**config.mk**
```make
export PLATFORM = sky130hd
export DESIGN_NAME = faoc_ctrl
export DESIGN_NICKNAME = d
export VERILOG_FILES = /design/src/faoc_pkg.sv /design/src/faoc_cycle.sv /design/src/faoc_ctrl.sv
export SDC_FILE = /design/constraint.sdc
export NUM_CORES = 1
export LEC_CHECK = 0
export ABC_AREA = 1
export BUFFER_PORTS_ARGS = -buffer_cell sky130_fd_sc_hd__buf_2
export CORE_ASPECT_RATIO = 2
export CORE_MARGIN = 2
export CORE_UTILIZATION = 61
export DETAILED_ROUTE_END_ITERATION = 6
export GPL_ROUTABILITY_DRIVEN = 0
export PLACE_DENSITY = 0.86
export SYNTH_ARGS = -nofsm -noshare
export SYNTH_HDL_FRONTEND = slang
export SYNTH_HIERARCHICAL = 1
export SYNTH_SLANG_ARGS = --single-unit
```
**constraint.sdc**
```tcl
create_clock -name CLK_I -period 6.3 [get_ports CLK_I]
set_input_delay 0.63 -clock CLK_I [delete_from_list [all_inputs] [get_ports CLK_I]]
set_output_delay 0.63 -clock CLK_I [all_outputs]
set_load 0.01 [all_outputs]
```
**src/faoc_pkg.sv**
```systemverilog
package faoc_pkg;
    // clock rate in kHz
    localparam int CLK_KHZ = 50000;
    // bus timing figures in ns
    localparam int T_WP_NS = 35;
    localparam int T_WPH_NS = 35;
    localparam int T_ACC_NS = 90;
    localparam int T_DF_NS = 25;
    localparam int T_RP_NS = 500;
    localparam int T_AH_NS = 35;
    // least times round up
    localparam int WP_CYC = (T_WP_NS * CLK_KHZ + 999999) / 1000000;
    localparam int WPH_CYC = (T_WPH_NS * CLK_KHZ + 999999) / 1000000;
    localparam int ACC_CYC = (T_ACC_NS * CLK_KHZ + 999999) / 1000000 + 1;
    localparam int DF_CYC = (T_DF_NS * CLK_KHZ + 999999) / 1000000;
    localparam int RP_CYC = (T_RP_NS * CLK_KHZ + 999999) / 1000000;
    localparam int AH_CYC = (T_AH_NS * CLK_KHZ + 999999) / 1000000;
    // operation time limits in us
    localparam int T_BP_MAX_US = 200;
    localparam int T_BPD_MAX_US = 100;
    localparam int T_ES_MAX_US = 15;
    localparam int T_PS_MAX_US = 10;
    // erase limits in ms
    localparam int T_EC_TYP_MS = 25000;
    localparam int T_SEC1_MAX_MS = 3000;
    localparam int T_SEC2_MAX_MS = 5000;
    localparam int US_CYC = CLK_KHZ / 1000;
    // command addresses and data
    localparam logic [19:0] ADDR_555 = 20'h00555;
    localparam logic [19:0] ADDR_AAA = 20'h00aaa;
    localparam logic [7:0] D_AA = 8'haa;
    localparam logic [7:0] D_55 = 8'h55;
    localparam logic [7:0] D_80 = 8'h80;
    localparam logic [7:0] D_CHIP = 8'h10;
    localparam logic [7:0] D_SECT = 8'h30;
    localparam logic [7:0] D_PROG = 8'ha0;
    localparam logic [7:0] D_SUSP = 8'hb0;
    localparam logic [7:0] D_IDENT = 8'h90;
    localparam logic [7:0] D_EXIT = 8'hf0;
    // protection register: bit 7 set, index+1 in low bits
    localparam logic [19:0] PROT_BASE = 20'h00080;
    localparam int PROT_WORDS = 8;
    // sector map
    localparam logic [19:0] TOP_SMALL_BASE = 20'hf8000;
    localparam logic [19:0] BOT_SMALL_END = 20'h07fff;
    localparam int STATUS_TIMEOUT_BIT = 5;
    localparam int STATUS_TOGGLE_BIT = 6;
    // host operations
    typedef enum logic [2:0] {
        OP_READ, OP_PROG, OP_CHIP_ERASE, OP_SECT_ERASE,
        OP_SUSPEND, OP_ID_READ, OP_PROT_READ
    } faoc_op_t;
endpackage

```
**src/faoc_cycle.sv**
```systemverilog
`timescale 1ns/1ps
`default_nettype none
// one asynchronous bus cycle: read or write, timed in clock cycles
module faoc_cycle (
    input wire logic clk_i,
    input wire logic rstn_i,
    input wire logic start_i,
    input wire logic wr_i,
    input wire logic [19:0] addr_i,
    input wire logic [15:0] wdata_i,
    input wire logic [15:0] dq_i,
    output logic done_o,
    output logic [15:0] rdata_o,
    output logic ce_n_o,
    output logic oe_n_o,
    output logic we_n_o,
    output logic [19:0] addr_o,
    output logic [15:0] dq_o,
    output logic dq_oe_n_o
);
    typedef enum logic [2:0] {S_IDLE, S_SET, S_PULSE, S_HOLD, S_GAP}
        faoc_cyc_t;
    faoc_cyc_t st, next_st;
    logic [7:0] cnt, next_cnt;
    logic wr, next_wr;
    logic [19:0] addr, next_addr;
    logic [15:0] wdata, next_wdata, rdata, next_rdata;
    localparam logic [7:0] WP = 8'(faoc_pkg::WP_CYC);
    localparam logic [7:0] ACC = 8'(faoc_pkg::ACC_CYC);
    localparam logic [7:0] GAP = 8'(faoc_pkg::WPH_CYC + faoc_pkg::DF_CYC);

    // sequence: address setup, strobe pulse, release, recovery gap
    always_comb begin
        next_st = st;
        next_cnt = cnt;
        next_wr = wr;
        next_addr = addr;
        next_wdata = wdata;
        next_rdata = rdata;
        done_o = 1'b0;
        unique case (st)
            S_IDLE: begin
                if (start_i) begin
                    next_wr = wr_i;
                    next_addr = addr_i;
                    next_wdata = wdata_i;
                    next_st = S_SET;
                end
            end
            S_SET: begin
                next_cnt = wr ? WP : ACC;
                next_st = S_PULSE;
            end
            S_PULSE: begin
                if (cnt <= 8'h01) begin
                    if (!wr) next_rdata = dq_i;
                    next_st = S_HOLD;
                end else begin
                    next_cnt = cnt - 8'h01;
                end
            end
            S_HOLD: begin
                next_cnt = GAP;
                next_st = S_GAP;
            end
            S_GAP: begin
                if (cnt <= 8'h01) begin
                    done_o = 1'b1;
                    next_st = S_IDLE;
                end else begin
                    next_cnt = cnt - 8'h01;
                end
            end
        endcase
    end

    always_ff @(posedge clk_i or negedge rstn_i) begin
        if (!rstn_i) begin
            st <= S_IDLE;
            cnt <= 8'h00;
            wr <= 1'b0;
            addr <= 20'h00000;
            wdata <= 16'h0000;
            rdata <= 16'h0000;
        end else begin
            st <= next_st;
            cnt <= next_cnt;
            wr <= next_wr;
            addr <= next_addr;
            wdata <= next_wdata;
            rdata <= next_rdata;
        end
    end

    // oe stays high whenever we and ce are low together
    assign ce_n_o = !(st == S_PULSE || st == S_SET || st == S_HOLD);
    assign we_n_o = !(wr && st == S_PULSE);
    assign oe_n_o = !(!wr && (st == S_PULSE || st == S_SET));
    assign addr_o = addr;
    assign dq_o = wdata;
    // drive data only on writes; release on reads
    assign dq_oe_n_o = !(wr && st != S_IDLE && st != S_GAP);
    assign rdata_o = rdata;
endmodule
`default_nettype wire

```
**src/faoc_ctrl.sv**
```systemverilog
`timescale 1ns/1ps
`default_nettype none
// Functional notes
// protection word n at bit7 plus n+1
// protection access keeps address 19..8 zero
// bottom boot: eight 4K then 32K sectors
// top boot: 32K sectors then eight 4K
// read: ce low, oe low, we high
// write: ce low, oe high, we low, vpp high
// device inhibits program on bad controls
// ce high means standby, data high-z
// oe high keeps device outputs off
// reset low tri-states and ignores device
// hardware id uses elevated a9 voltage
// software id read at address 0 or 1
// chip erase 555, sector erase sector address
// final erase data 10 chip, 30 sector
// oe high while we and ce low
// word program at most 200 us
// chip erase busy typically 25 seconds
// sector erase within 3 or 5 seconds
// suspend halts within 15 or 10 us; the host allows 15 us for every suspend
// erase is six command writes
// ready/busy low while operation runs
// status bit 5 flags timeout
// sector index from upper address bits
module faoc_ctrl #(
    parameter bit TOP_BOOT = 1'b0,
    parameter int US_CYC = faoc_pkg::US_CYC,
    parameter int MS_CYC = faoc_pkg::CLK_KHZ,
    parameter int RST_CYC = faoc_pkg::RP_CYC
) (
    input wire logic CLK_I,
    input wire logic RSTN_I,
    input wire logic REQ_VALID_I,
    output logic REQ_READY_O,
    input wire logic [2:0] REQ_OP_I,
    input wire logic [19:0] REQ_ADDR_I,
    input wire logic [15:0] REQ_DATA_I,
    output logic RSP_VALID_O,
    output logic [15:0] RSP_DATA_O,
    output logic RSP_ERROR_O,
    output logic [5:0] RSP_SECTOR_O,
    output logic FLASH_CE_N_O,
    output logic FLASH_OE_N_O,
    output logic FLASH_WE_N_O,
    output logic FLASH_RESET_N_O,
    output logic FLASH_VPP_HIGH_O,
    output logic FLASH_ID_HV_O,
    output logic [19:0] FLASH_ADDR_O,
    output logic [15:0] FLASH_DQ_O,
    output logic FLASH_DQ_OE_N_O,
    input wire logic [15:0] FLASH_DQ_I,
    input wire logic FLASH_RDY_I
);
    // refuse counts that the counters cannot hold
    localparam bit BAD_COUNT = US_CYC < 1 || MS_CYC < 1 || RST_CYC < 1
        || RST_CYC >= 32'h00010000;
    if (BAD_COUNT) begin : g_bad_count
        $error("faoc_ctrl: count parameters out of range");
    end

    // sector index decode, used only for the response sector output
    function automatic logic [5:0] sector_of(input logic [19:0] a);
        if (!TOP_BOOT) begin
            if (a <= faoc_pkg::BOT_SMALL_END) sector_of = {3'h0, a[14:12]};
            else sector_of = 6'(a[19:15]) + 6'h07;
        end else begin
            if (a >= faoc_pkg::TOP_SMALL_BASE)
                sector_of = 6'h1f + {3'h0, a[14:12]};
            else sector_of = {1'b0, a[19:15]};
        end
    endfunction

    function automatic logic small_sector(input logic [19:0] a);
        small_sector = TOP_BOOT ? (a >= faoc_pkg::TOP_SMALL_BASE)
                                : (a <= faoc_pkg::BOT_SMALL_END);
    endfunction

    typedef enum logic [2:0] {C_RST, C_IDLE, C_CMD, C_WAIT, C_POLL, C_RESP}
        faoc_st_t;
    faoc_st_t st, next_st;
    faoc_pkg::faoc_op_t op, next_op;
    logic [19:0] addr, next_addr;
    logic [15:0] data, next_data, rsp, next_rsp;
    logic [2:0] step, next_step;
    logic [35:0] tmo, next_tmo;
    logic err, next_err;
    logic [15:0] rcnt, next_rcnt;
    logic [5:0] sect, next_sect;
    logic cyc_start, cyc_wr, cyc_done;
    logic [19:0] cyc_addr;
    logic [15:0] cyc_wdata, cyc_rdata;
    logic [2:0] nsteps;

    // command word for step k of the sequence
    always_comb begin
        cyc_addr = faoc_pkg::ADDR_555;
        cyc_wdata = {8'h00, faoc_pkg::D_AA};
        cyc_wr = 1'b1;
        nsteps = 3'd1;
        unique case (op)
            faoc_pkg::OP_READ, faoc_pkg::OP_PROT_READ: begin
                cyc_wr = 1'b0;
                cyc_addr = addr;
            end
            faoc_pkg::OP_SUSPEND: begin
                cyc_wdata = {8'h00, faoc_pkg::D_SUSP};
            end
            faoc_pkg::OP_PROG: begin
                nsteps = 3'd4;
                if (step[0]) cyc_addr = faoc_pkg::ADDR_AAA;
                if (step[0]) cyc_wdata = {8'h00, faoc_pkg::D_55};
                if (step == 3'd2) cyc_wdata = {8'h00, faoc_pkg::D_PROG};
                if (step == 3'd3) cyc_addr = addr;
                if (step == 3'd3) cyc_wdata = data;
            end
            faoc_pkg::OP_ID_READ: begin
                // entry, read code, exit
                nsteps = 3'd5;
                if (step[0] && step != 3'd3) cyc_addr = faoc_pkg::ADDR_AAA;
                if (step[0] && step != 3'd3) cyc_wdata = {8'h00, faoc_pkg::D_55};
                if (step == 3'd2) cyc_wdata = {8'h00, faoc_pkg::D_IDENT};
                if (step == 3'd3) cyc_wr = 1'b0;
                if (step == 3'd3) cyc_addr = {19'h00000, addr[0]};
                if (step == 3'd4) cyc_wdata = {8'h00, faoc_pkg::D_EXIT};
            end
            default: begin
                // six-write erase sequence: AA 55 80 AA 55 final
                nsteps = 3'd6;
                if (step == 3'd1 || step == 3'd4) begin
                    cyc_addr = faoc_pkg::ADDR_AAA;
                    cyc_wdata = {8'h00, faoc_pkg::D_55};
                end
                if (step == 3'd2) cyc_wdata = {8'h00, faoc_pkg::D_80};
                if (step == 3'd5) begin
                    // final address and code
                    cyc_addr = (op == faoc_pkg::OP_SECT_ERASE) ? addr
                                                        : faoc_pkg::ADDR_555;
                    cyc_wdata = (op == faoc_pkg::OP_SECT_ERASE)
                        ? {8'h00, faoc_pkg::D_SECT} : {8'h00, faoc_pkg::D_CHIP};
                end
            end
        endcase
    end

    // busy limit per operation
    function automatic logic [35:0] limit_of(input faoc_pkg::faoc_op_t o,
                                             input logic [19:0] a);
        unique case (o)
            faoc_pkg::OP_PROG: limit_of = 36'(faoc_pkg::T_BP_MAX_US * US_CYC);
            faoc_pkg::OP_SUSPEND: limit_of = 36'(faoc_pkg::T_ES_MAX_US * US_CYC);
            faoc_pkg::OP_CHIP_ERASE:
                limit_of = 36'(2 * faoc_pkg::T_EC_TYP_MS) * 36'(MS_CYC);
            faoc_pkg::OP_SECT_ERASE: limit_of = small_sector(a)
                ? 36'(faoc_pkg::T_SEC1_MAX_MS) * 36'(MS_CYC)
                : 36'(faoc_pkg::T_SEC2_MAX_MS) * 36'(MS_CYC);
            default: limit_of = 36'h0;
        endcase
    endfunction

    // request sequencing and completion wait
    always_comb begin
        next_st = st;
        next_op = op;
        next_addr = addr;
        next_data = data;
        next_rsp = rsp;
        next_step = step;
        next_tmo = tmo;
        next_err = err;
        next_rcnt = rcnt;
        cyc_start = 1'b0;
        unique case (st)
            C_RST: begin
                if (rcnt <= 16'h0001) next_st = C_IDLE;
                else next_rcnt = rcnt - 16'h0001;
            end
            C_IDLE: begin
                if (REQ_VALID_I) begin
                    next_op = faoc_pkg::faoc_op_t'(REQ_OP_I);
                    next_addr = REQ_ADDR_I;
                    // protection word index n sits at bit 7, n+1
                    if (REQ_OP_I == 3'(faoc_pkg::OP_PROT_READ))
                        next_addr = faoc_pkg::PROT_BASE
                            + {16'h0000, 4'(REQ_ADDR_I[2:0]) + 4'h1};
                    next_data = REQ_DATA_I;
                    next_step = 3'd0;
                    next_err = 1'b0;
                    next_st = C_CMD;
                end
            end
            C_CMD: begin
                cyc_start = 1'b1;
                next_st = C_WAIT;
            end
            C_WAIT: begin
                if (cyc_done) begin
                    if (!cyc_wr) next_rsp = cyc_rdata;
                    if (step + 3'd1 < nsteps) begin
                        next_step = step + 3'd1;
                        next_st = C_CMD;
                    end else if (limit_of(op, addr) != 36'h0) begin
                        next_tmo = limit_of(op, addr);
                        next_st = C_POLL;
                    end else begin
                        next_st = C_RESP;
                    end
                end
            end
            C_POLL: begin
                // ready/busy high ends the wait; the host also times out
                if (FLASH_RDY_I) begin
                    next_st = C_RESP;
                end else if (tmo <= 36'h1) begin
                    next_err = 1'b1;
                    next_st = C_RESP;
                end else begin
                    next_tmo = tmo - 36'h1;
                end
            end
            C_RESP: next_st = C_IDLE;
            default: next_st = C_IDLE;
        endcase
        // sector index kept in a flip-flop for the sector output
        next_sect = sector_of(next_addr);
    end

    always_ff @(posedge CLK_I or negedge RSTN_I) begin
        if (!RSTN_I) begin
            st <= C_RST;
            op <= faoc_pkg::OP_READ;
            addr <= 20'h00000;
            data <= 16'h0000;
            rsp <= 16'h0000;
            step <= 3'd0;
            tmo <= 36'h0;
            err <= 1'b0;
            rcnt <= 16'(RST_CYC);
            sect <= 6'h00;
        end else begin
            st <= next_st;
            op <= next_op;
            addr <= next_addr;
            data <= next_data;
            rsp <= next_rsp;
            step <= next_step;
            tmo <= next_tmo;
            err <= next_err;
            rcnt <= next_rcnt;
            sect <= next_sect;
        end
    end

    faoc_cycle u_cycle (
        .clk_i(CLK_I),
        .rstn_i(RSTN_I),
        .start_i(cyc_start),
        .wr_i(cyc_wr),
        .addr_i(cyc_addr),
        .wdata_i(cyc_wdata),
        .dq_i(FLASH_DQ_I),
        .done_o(cyc_done),
        .rdata_o(cyc_rdata),
        .ce_n_o(FLASH_CE_N_O),
        .oe_n_o(FLASH_OE_N_O),
        .we_n_o(FLASH_WE_N_O),
        .addr_o(FLASH_ADDR_O),
        .dq_o(FLASH_DQ_O),
        .dq_oe_n_o(FLASH_DQ_OE_N_O)
    );

    // flash reset held low for the pulse width after our own reset
    assign FLASH_RESET_N_O = (st != C_RST);
    // program supply held high once the flash is out of reset
    assign FLASH_VPP_HIGH_O = (st != C_RST);
    // elevated a9 is not used: software id reads only
    assign FLASH_ID_HV_O = 1'b0;
    assign REQ_READY_O = (st == C_IDLE);
    assign RSP_VALID_O = (st == C_RESP);
    assign RSP_DATA_O = rsp;
    // host timeout stands in for status bit 5; no status read
    assign RSP_ERROR_O = err;
    assign RSP_SECTOR_O = sect;
endmodule
`default_nettype wire

```
==> results of run 1 <==
## through the flow
| step | instance area (sq um) | hold slack, ps | total power, mW |
|---|---|---|---|
| floorplan | 10200 | 334 | 1.30 |
| global placement | 10900 | 455 | 1.37 |
| detailed placement | 10900 | 456 | 1.37 |
| CTS | 11500 | 357 | 2.43 |
| global route | 11500 | 397 | 2.49 |
| finish | 11500 | 323 | 2.42 |
## cells by family (layout without fill, tap and decap cells)
logic type / count (synthesis) / count (layout) / share of synthesized area
and+or+nand+nor: 738 / 738 / 0.301
DFF: 184 / 184 / 0.450
buffers and inverters: 183 / 304 / 0.0743
AOI/OAI and AO/OA: 163 / 163 / 0.0876
muxes: 36 / 36 / 0.0462
xor gates and xnor gates: 26 / 26 / 0.0223
adders and majority gates: 15 / 15 / 0.0183
other: 1 / 2 / 0.000366
## sequential cells by signal, summed over array words and instances (netlist names), 6 cells and up
name             count
u_cycle/rdata_o     16
data                16
rcnt                16
addr                20
u_cycle/dq_o        16
u_cycle/cnt          8
RSP_SECTOR_O         6
tmo                 36
u_cycle/addr_o      20
RSP_DATA_O          16
## placed cells by master, fill, tap and decap left out, types with 21 or more instances in the layout
cell type  instances
nand2_1          432
dfrtp_1          181
nor2_1           153
inv_1            134
buf_2            124
o21ai_0           91
nand3_1           85
a21oi_1           26
nand4_1           25
xor2_1            21
## critical path, cell delays in order, from the launching register on
cell and delay, ps:
dfrtp_1 460, ha_1 190, ha_1 480, inv_1 370, nand2_1 180, nand4_1 900
o21ai_0 530
## layer usage
layer	share of wire	track usage
met5	0	0
met4	0.029	0.110
met3	0.069	0.0415
met2	0.48	0.450
met1	0.43	0.391
## layout make-up
type | count | area, sq um
antenna | 1 | 2.50
clock buffer | 17 | 425
clock inverter | 14 | 161
fill | 1359 | 5080
inverter | 145 | 544
multi-input combinational | 979 | 4860
sequential | 184 | 4610
tap | 207 | 259
timing repair buffer | 128 | 654
## power breakdown
part           total (mW)  leakage, nW  internal (mW)  switching, mW
Combinational       0.141         3.83         0.0443         0.0966
Sequential           1.21         2.38           1.20         0.0113
Clock                1.06        0.273          0.560          0.505
Total                2.42         6.49           1.80          0.613
## worst min-delay path by stage
stage / from / to
after floorplan: RSTN_I / RSP_DATA_O[0]
after global placement: data[14] / data[14]
after detailed placement: data[0] / data[0]
after CTS: RSTN_I / RSP_DATA_O[7]
after global routing: REQ_DATA_I[13] / data[13]
final: RSTN_I / RSP_DATA_O[7]
==> impl_results.md, run 1 <==
- Reg-to-reg startpoint: step[0]
- Syn Area/Cell: 7.60 sq um
- Placement Setup Slack: 3130 ps
- Final Core Density: 0.694
- Most numerous cell in the Yosys netlist: nand2_1
- Setup crit end: RSP_DATA_O[12]
- Worst Tran Pin Value: 1170 ps
- Worst skew pair latency: 440 ps
- CTS buffer count: 17
- Pwr/cell area: roughly 210 mW/mm^2
- Crit end category: flip-flop
- Setup WS post-layout: 3040 ps
- Grt ovf: 0
- Antenna violations before repair: 1
- Pin count of the biggest net entering global routing: 110
- RSZ-0062 raised after global routing: false
- Setup bufs post-CTS: 0
- Flops & latches, synth: 184
- CP Max Fanout: 32
- Initial core utilization: 0.616
- Non-filler instance count after layout: between 1500 and 2000
- Final setup skew: 18.3 ps
- First-pass GRT wire length: 40.7 mm
- Initial DRC Count: 749
- Final Max Slew Viols: 0
- Layout area overhead: 12.6%
- Chip width: 95.6 um
- Period utilization: 0.518
- CTS-repair resized insts: 0
- CTS tree: built
- Clock tree buffer depth: 2
- Maximum vdd ir drop: 214 uV
- Status: finished clean
- Leakage: between 6 and 7 nW
- Mapped Area: 0.0102 sq mm
- Max Cap Viol: 0
- Tmin final: 3260 ps
- Hold Crit Class: primary input to asynchronous set/reset pin
- Fraction of synthesized cell area taken by the top area cell type: 0.443
- EDFF count, synth: 0
- Hold Buf Count CTS: 0
- Post-Syn Instances: 1346
- DR WL/cell: 14.9 um
- Remaining DRCs: 0
- Die Ht: 187 um
- Ratio of cells with drive above 1 in the final layout: 0.161
- Placed Cells: 1643
- Critical setup path kind: flip-flop to flip-flop
- Worst reg2reg path depth: 6
- Fmax: 0.307 GHz
- GRT Total Usage: 0.284
- Setup crit start: step[0]
- Worst-path clk slew: 80 ps
- I/O Pins: ~130
- Detailed Route WL: around 25 mm
- CTS sink count: 184
- Sequential share of the synthesized area: 0.450
- Critical Path RT: between 6000 and 7000 ps
- Final hold vios: 0
- HPWL after DPL: 17.5 mm
- Post-DRT Antenna Nets: 0
- H-tree levels: 4
- Number of distinct library cells after synthesis: 42
- Total number of yosys warnings: 6
- Syn_nets: ~1400
- # rows: 67
- CTS Root Cell: clkbuf_16
- Number of global-route vias before repair: just under 9000
- Setup Total Neg Slack: 0 ps
- Top post-synthesis cells by area: dfrtp_1 (44%), nand2_1 (16%), nor2_1 (5.6%)
- Port Buffers: 125
- Startpoint types: flip-flop
- Nets: 1529
- Post-synth top cells: nand2_1 (432), dfrtp_1 (181), nor2_1 (153)
- Async S/R FF share, synth: 1.00
- WP data arrival: around 3600 ps
- R2R Setup Slk: 3040 ps
- Final setup viols: 0
- CORE AREA: approximately 0.017 sq mm
- Slew HR: 0.221
- Worst r2r dst: RSP_DATA_O[12]
- Drt first pass iters: 6
- Post-synth top area cell: dfrtp_1
- Total number of vias: 9406
- Ys flop type: dfrtp_1
- DR vias/cell: about 5.6
- Die ar.: 0.0179 sq mm
Note: power is estimated with default switching activity, not from simulation.
==> inputs of run 2 (changes only) <==
--- a/config.mk
+++ b/config.mk
@@ -9,10 +9,10 @@
 export BUFFER_PORTS_ARGS = -buffer_cell sky130_fd_sc_hd__buf_2
 export CORE_ASPECT_RATIO = 2
 export CORE_MARGIN = 2
-export CORE_UTILIZATION = 61
+export CORE_UTILIZATION = 59
 export DETAILED_ROUTE_END_ITERATION = 6
 export GPL_ROUTABILITY_DRIVEN = 0
-export PLACE_DENSITY = 0.86
+export PLACE_DENSITY = 0.84
 export SYNTH_ARGS = -nofsm -noshare
 export SYNTH_HDL_FRONTEND = slang
 export SYNTH_HIERARCHICAL = 1
==> constraint.sdc (replaced) <==
create_clock -name CLK_I -period 3.3 [get_ports CLK_I]
set_input_delay 0.33 -clock CLK_I [delete_from_list [all_inputs] [get_ports CLK_I]]
set_output_delay 0.33 -clock CLK_I [all_outputs]
set_load 0.01 [all_outputs]
==> run 2 against run 1 <==
Compared with the run above: first-iteration DRC count down 8.1%; hold slack worse by 240 ps; sequential share of layout area down 0.40 points; sequential power up 91%; final cell count up 0.78%; count of clock-buffer cells in the layout up 1; cell area up 1.0%.
==> impl_results.md, run 2 (same netlist as run 1, synthesis figures left out) <==
- Antenna violations before repair: 0
- Worst-path clk slew: 80 ps
- Slew HR: 0.419
- Detailed Route WL: between 20 and 30 mm
- ANT cells: 0
- Maximum vdd ir drop: 387 uV
- CTS buffer count: 17
- Fill cells: 1344
- Remaining DRCs: 0
- Final setup skew: 10.8 ps
- Hold_ws: 82.2 ps
- Crit end category: flip-flop
- Drt first pass iters: 6
- Final Max Slew Viols: 0
- I/O Pins: 127
- Leakage: 6.56 nW
- R2R Setup Slk: 700 ps
- Commonest non-fill, non-tap cell in the layout: nand2_1
- Tmin final: 2600 ps
- GRT Total Usage: 0.285
- WP data arrival: 2910 ps
- Worst skew pair latency: ~440 ps
- CORE AREA: 0.0171 sq mm
- DR WL/cell: 15.1 um
- Pwr/cell area: around 400 mW/mm^2
- RSZ-0062 raised after global routing: false
- Number of global-route vias before repair: 9070
- Status: finished clean
- Chip width: 97.1 um
- Final hold vios: 0
- Clock tree buffer depth: 2
- Startpoint types: flip-flop
- Fmax: 0.385 GHz
- Die ar.: 0.0185 sq mm
- Post-DRT Antenna Nets: 0
- Max Cap Viol: 0
- Nets: ~1500
- Final setup viols: 0
- HPWL after DPL: 18.3 mm
- H-tree levels: 4
- Total number of vias: about 9400
- Grt ovf: 0
- CTS tree: built
- Period utilization: 0.787
- Critical Path RT: 3620 ps
- CTS-repair resized insts: 0
- Pin count of the biggest net entering global routing: 82
- Die Ht: around 190 um
- # rows: roughly 70
- Setup Total Neg Slack: 0 ps
- CTS Root Cell: clkbuf_16
- Ratio of cells with drive above 1 in the final layout: 0.166
- Most frequent cells in the layout: nand2_1 (432), dfrtp_1 (181), nor2_1 (153)
- DR vias/cell: between 5 and 6
- Critical setup path kind: flip-flop to flip-flop
- Setup WS post-layout: 704 ps
- Placement Setup Slack: approximately 780 ps
- Largest reg by FF count: tmo
- Hold Crit Class: primary input to flip-flop
- Worst Tran Pin Value: around 870 ps
- CTS sink count: 184
- Largest register FFs: 36
- Initial core utilization: 0.598
- Port Buffers: 125
- First-pass GRT wire length: 43.3 mm
- CP Max Fanout: 27
- Layout area overhead: 13.7%
- Initial DRC Count: 688
[run 2: cell count changes in the layout (fill, tap and decap cells not counted), sizes merged]
| cell | change |
|---|---|
| buf | +9 |
| clkbuf | +1 |
| clkinv | +1 |
| clkinvlp | -3 |
| diode | -1 |
| dlygate4sd3 | +1 |
| inv | +2 |
[run 2: per-layer routing]
layer | wire (um) | global-route usage | vias up
li1 | - | - | 4545
met1 | 10600 | 0.373 | 4379
met2 | 12300 | 0.467 | 437
met3 | 1680 | 0.0466 | 78
met4 | 974 | 0.132 | 0
met5 | 0 | 0 | -
[run 2: repair_timing]
item / in CTS / in global routing
hold endpoints to repair: 77 / 0
setup buffers: 0 / 0
hold buffers: 1 / 0
[run 2: per-stage QoR]
step,cell area (sq um),utilization,power [mW],cells
finish,11600,0.680,4.66,1688
global route,11600,0.680,4.82,1688
CTS,11600,0.680,4.68,1688
detailed placement,11000,0.645,2.62,1655
global placement,11000,0.645,2.61,1655
floorplan,10200,-,2.48,1346
[run 2: worst max-delay path: stages, from the launching register on]
cell and delay (ps):
dfrtp_1 450, ha_1 230, ha_1 270, inv_1 50
ha_1 300, a21oi_1 190, nand2_1 90, nand3_1 110
nand2_1 80, nand2_2 350, buf_12 230, o21ai_0 100
[run 2: area by class of cell]
type | count | area (sq um) | area share
Tap cell | 210 | 263 | 0.0226
Sequential cell | 184 | 4610 | 0.396
Timing Repair Buffer | 138 | 757 | 0.0651
Multi-Input combinational cell | 979 | 4860 | 0.418
Clock buffer | 18 | 439 | 0.0377
Clock inverter | 14 | 159 | 0.0137
Inverter | 145 | 544 | 0.0468
[run 2: power by group]
part / switching (mW) / total (mW) / leakage (nW) / internal (mW)
sequential: 0.0212 / 2.31 / 2.38 / 2.29
combinational: 0.183 / 0.272 / 3.89 / 0.0891
clock: 0.977 / 2.07 / 0.292 / 1.10
total: 1.18 / 4.66 / 6.56 / 3.47
[run 2: worst paths after layout]
kind | startpoint | to | cells past startpoint
min reg2reg | u_cycle/rdata_o[7] | u_cycle/rdata_o[7] | 2
min | REQ_DATA_I[10] | data[10] | 3
max in group asynchronous | RSTN_I | tmo[12] | 3
max reg2reg | step[0] | tmo[35] | 11
min in group asynchronous | RSTN_I | RSP_DATA_O[6] | 2
max | step[0] | tmo[35] | 11
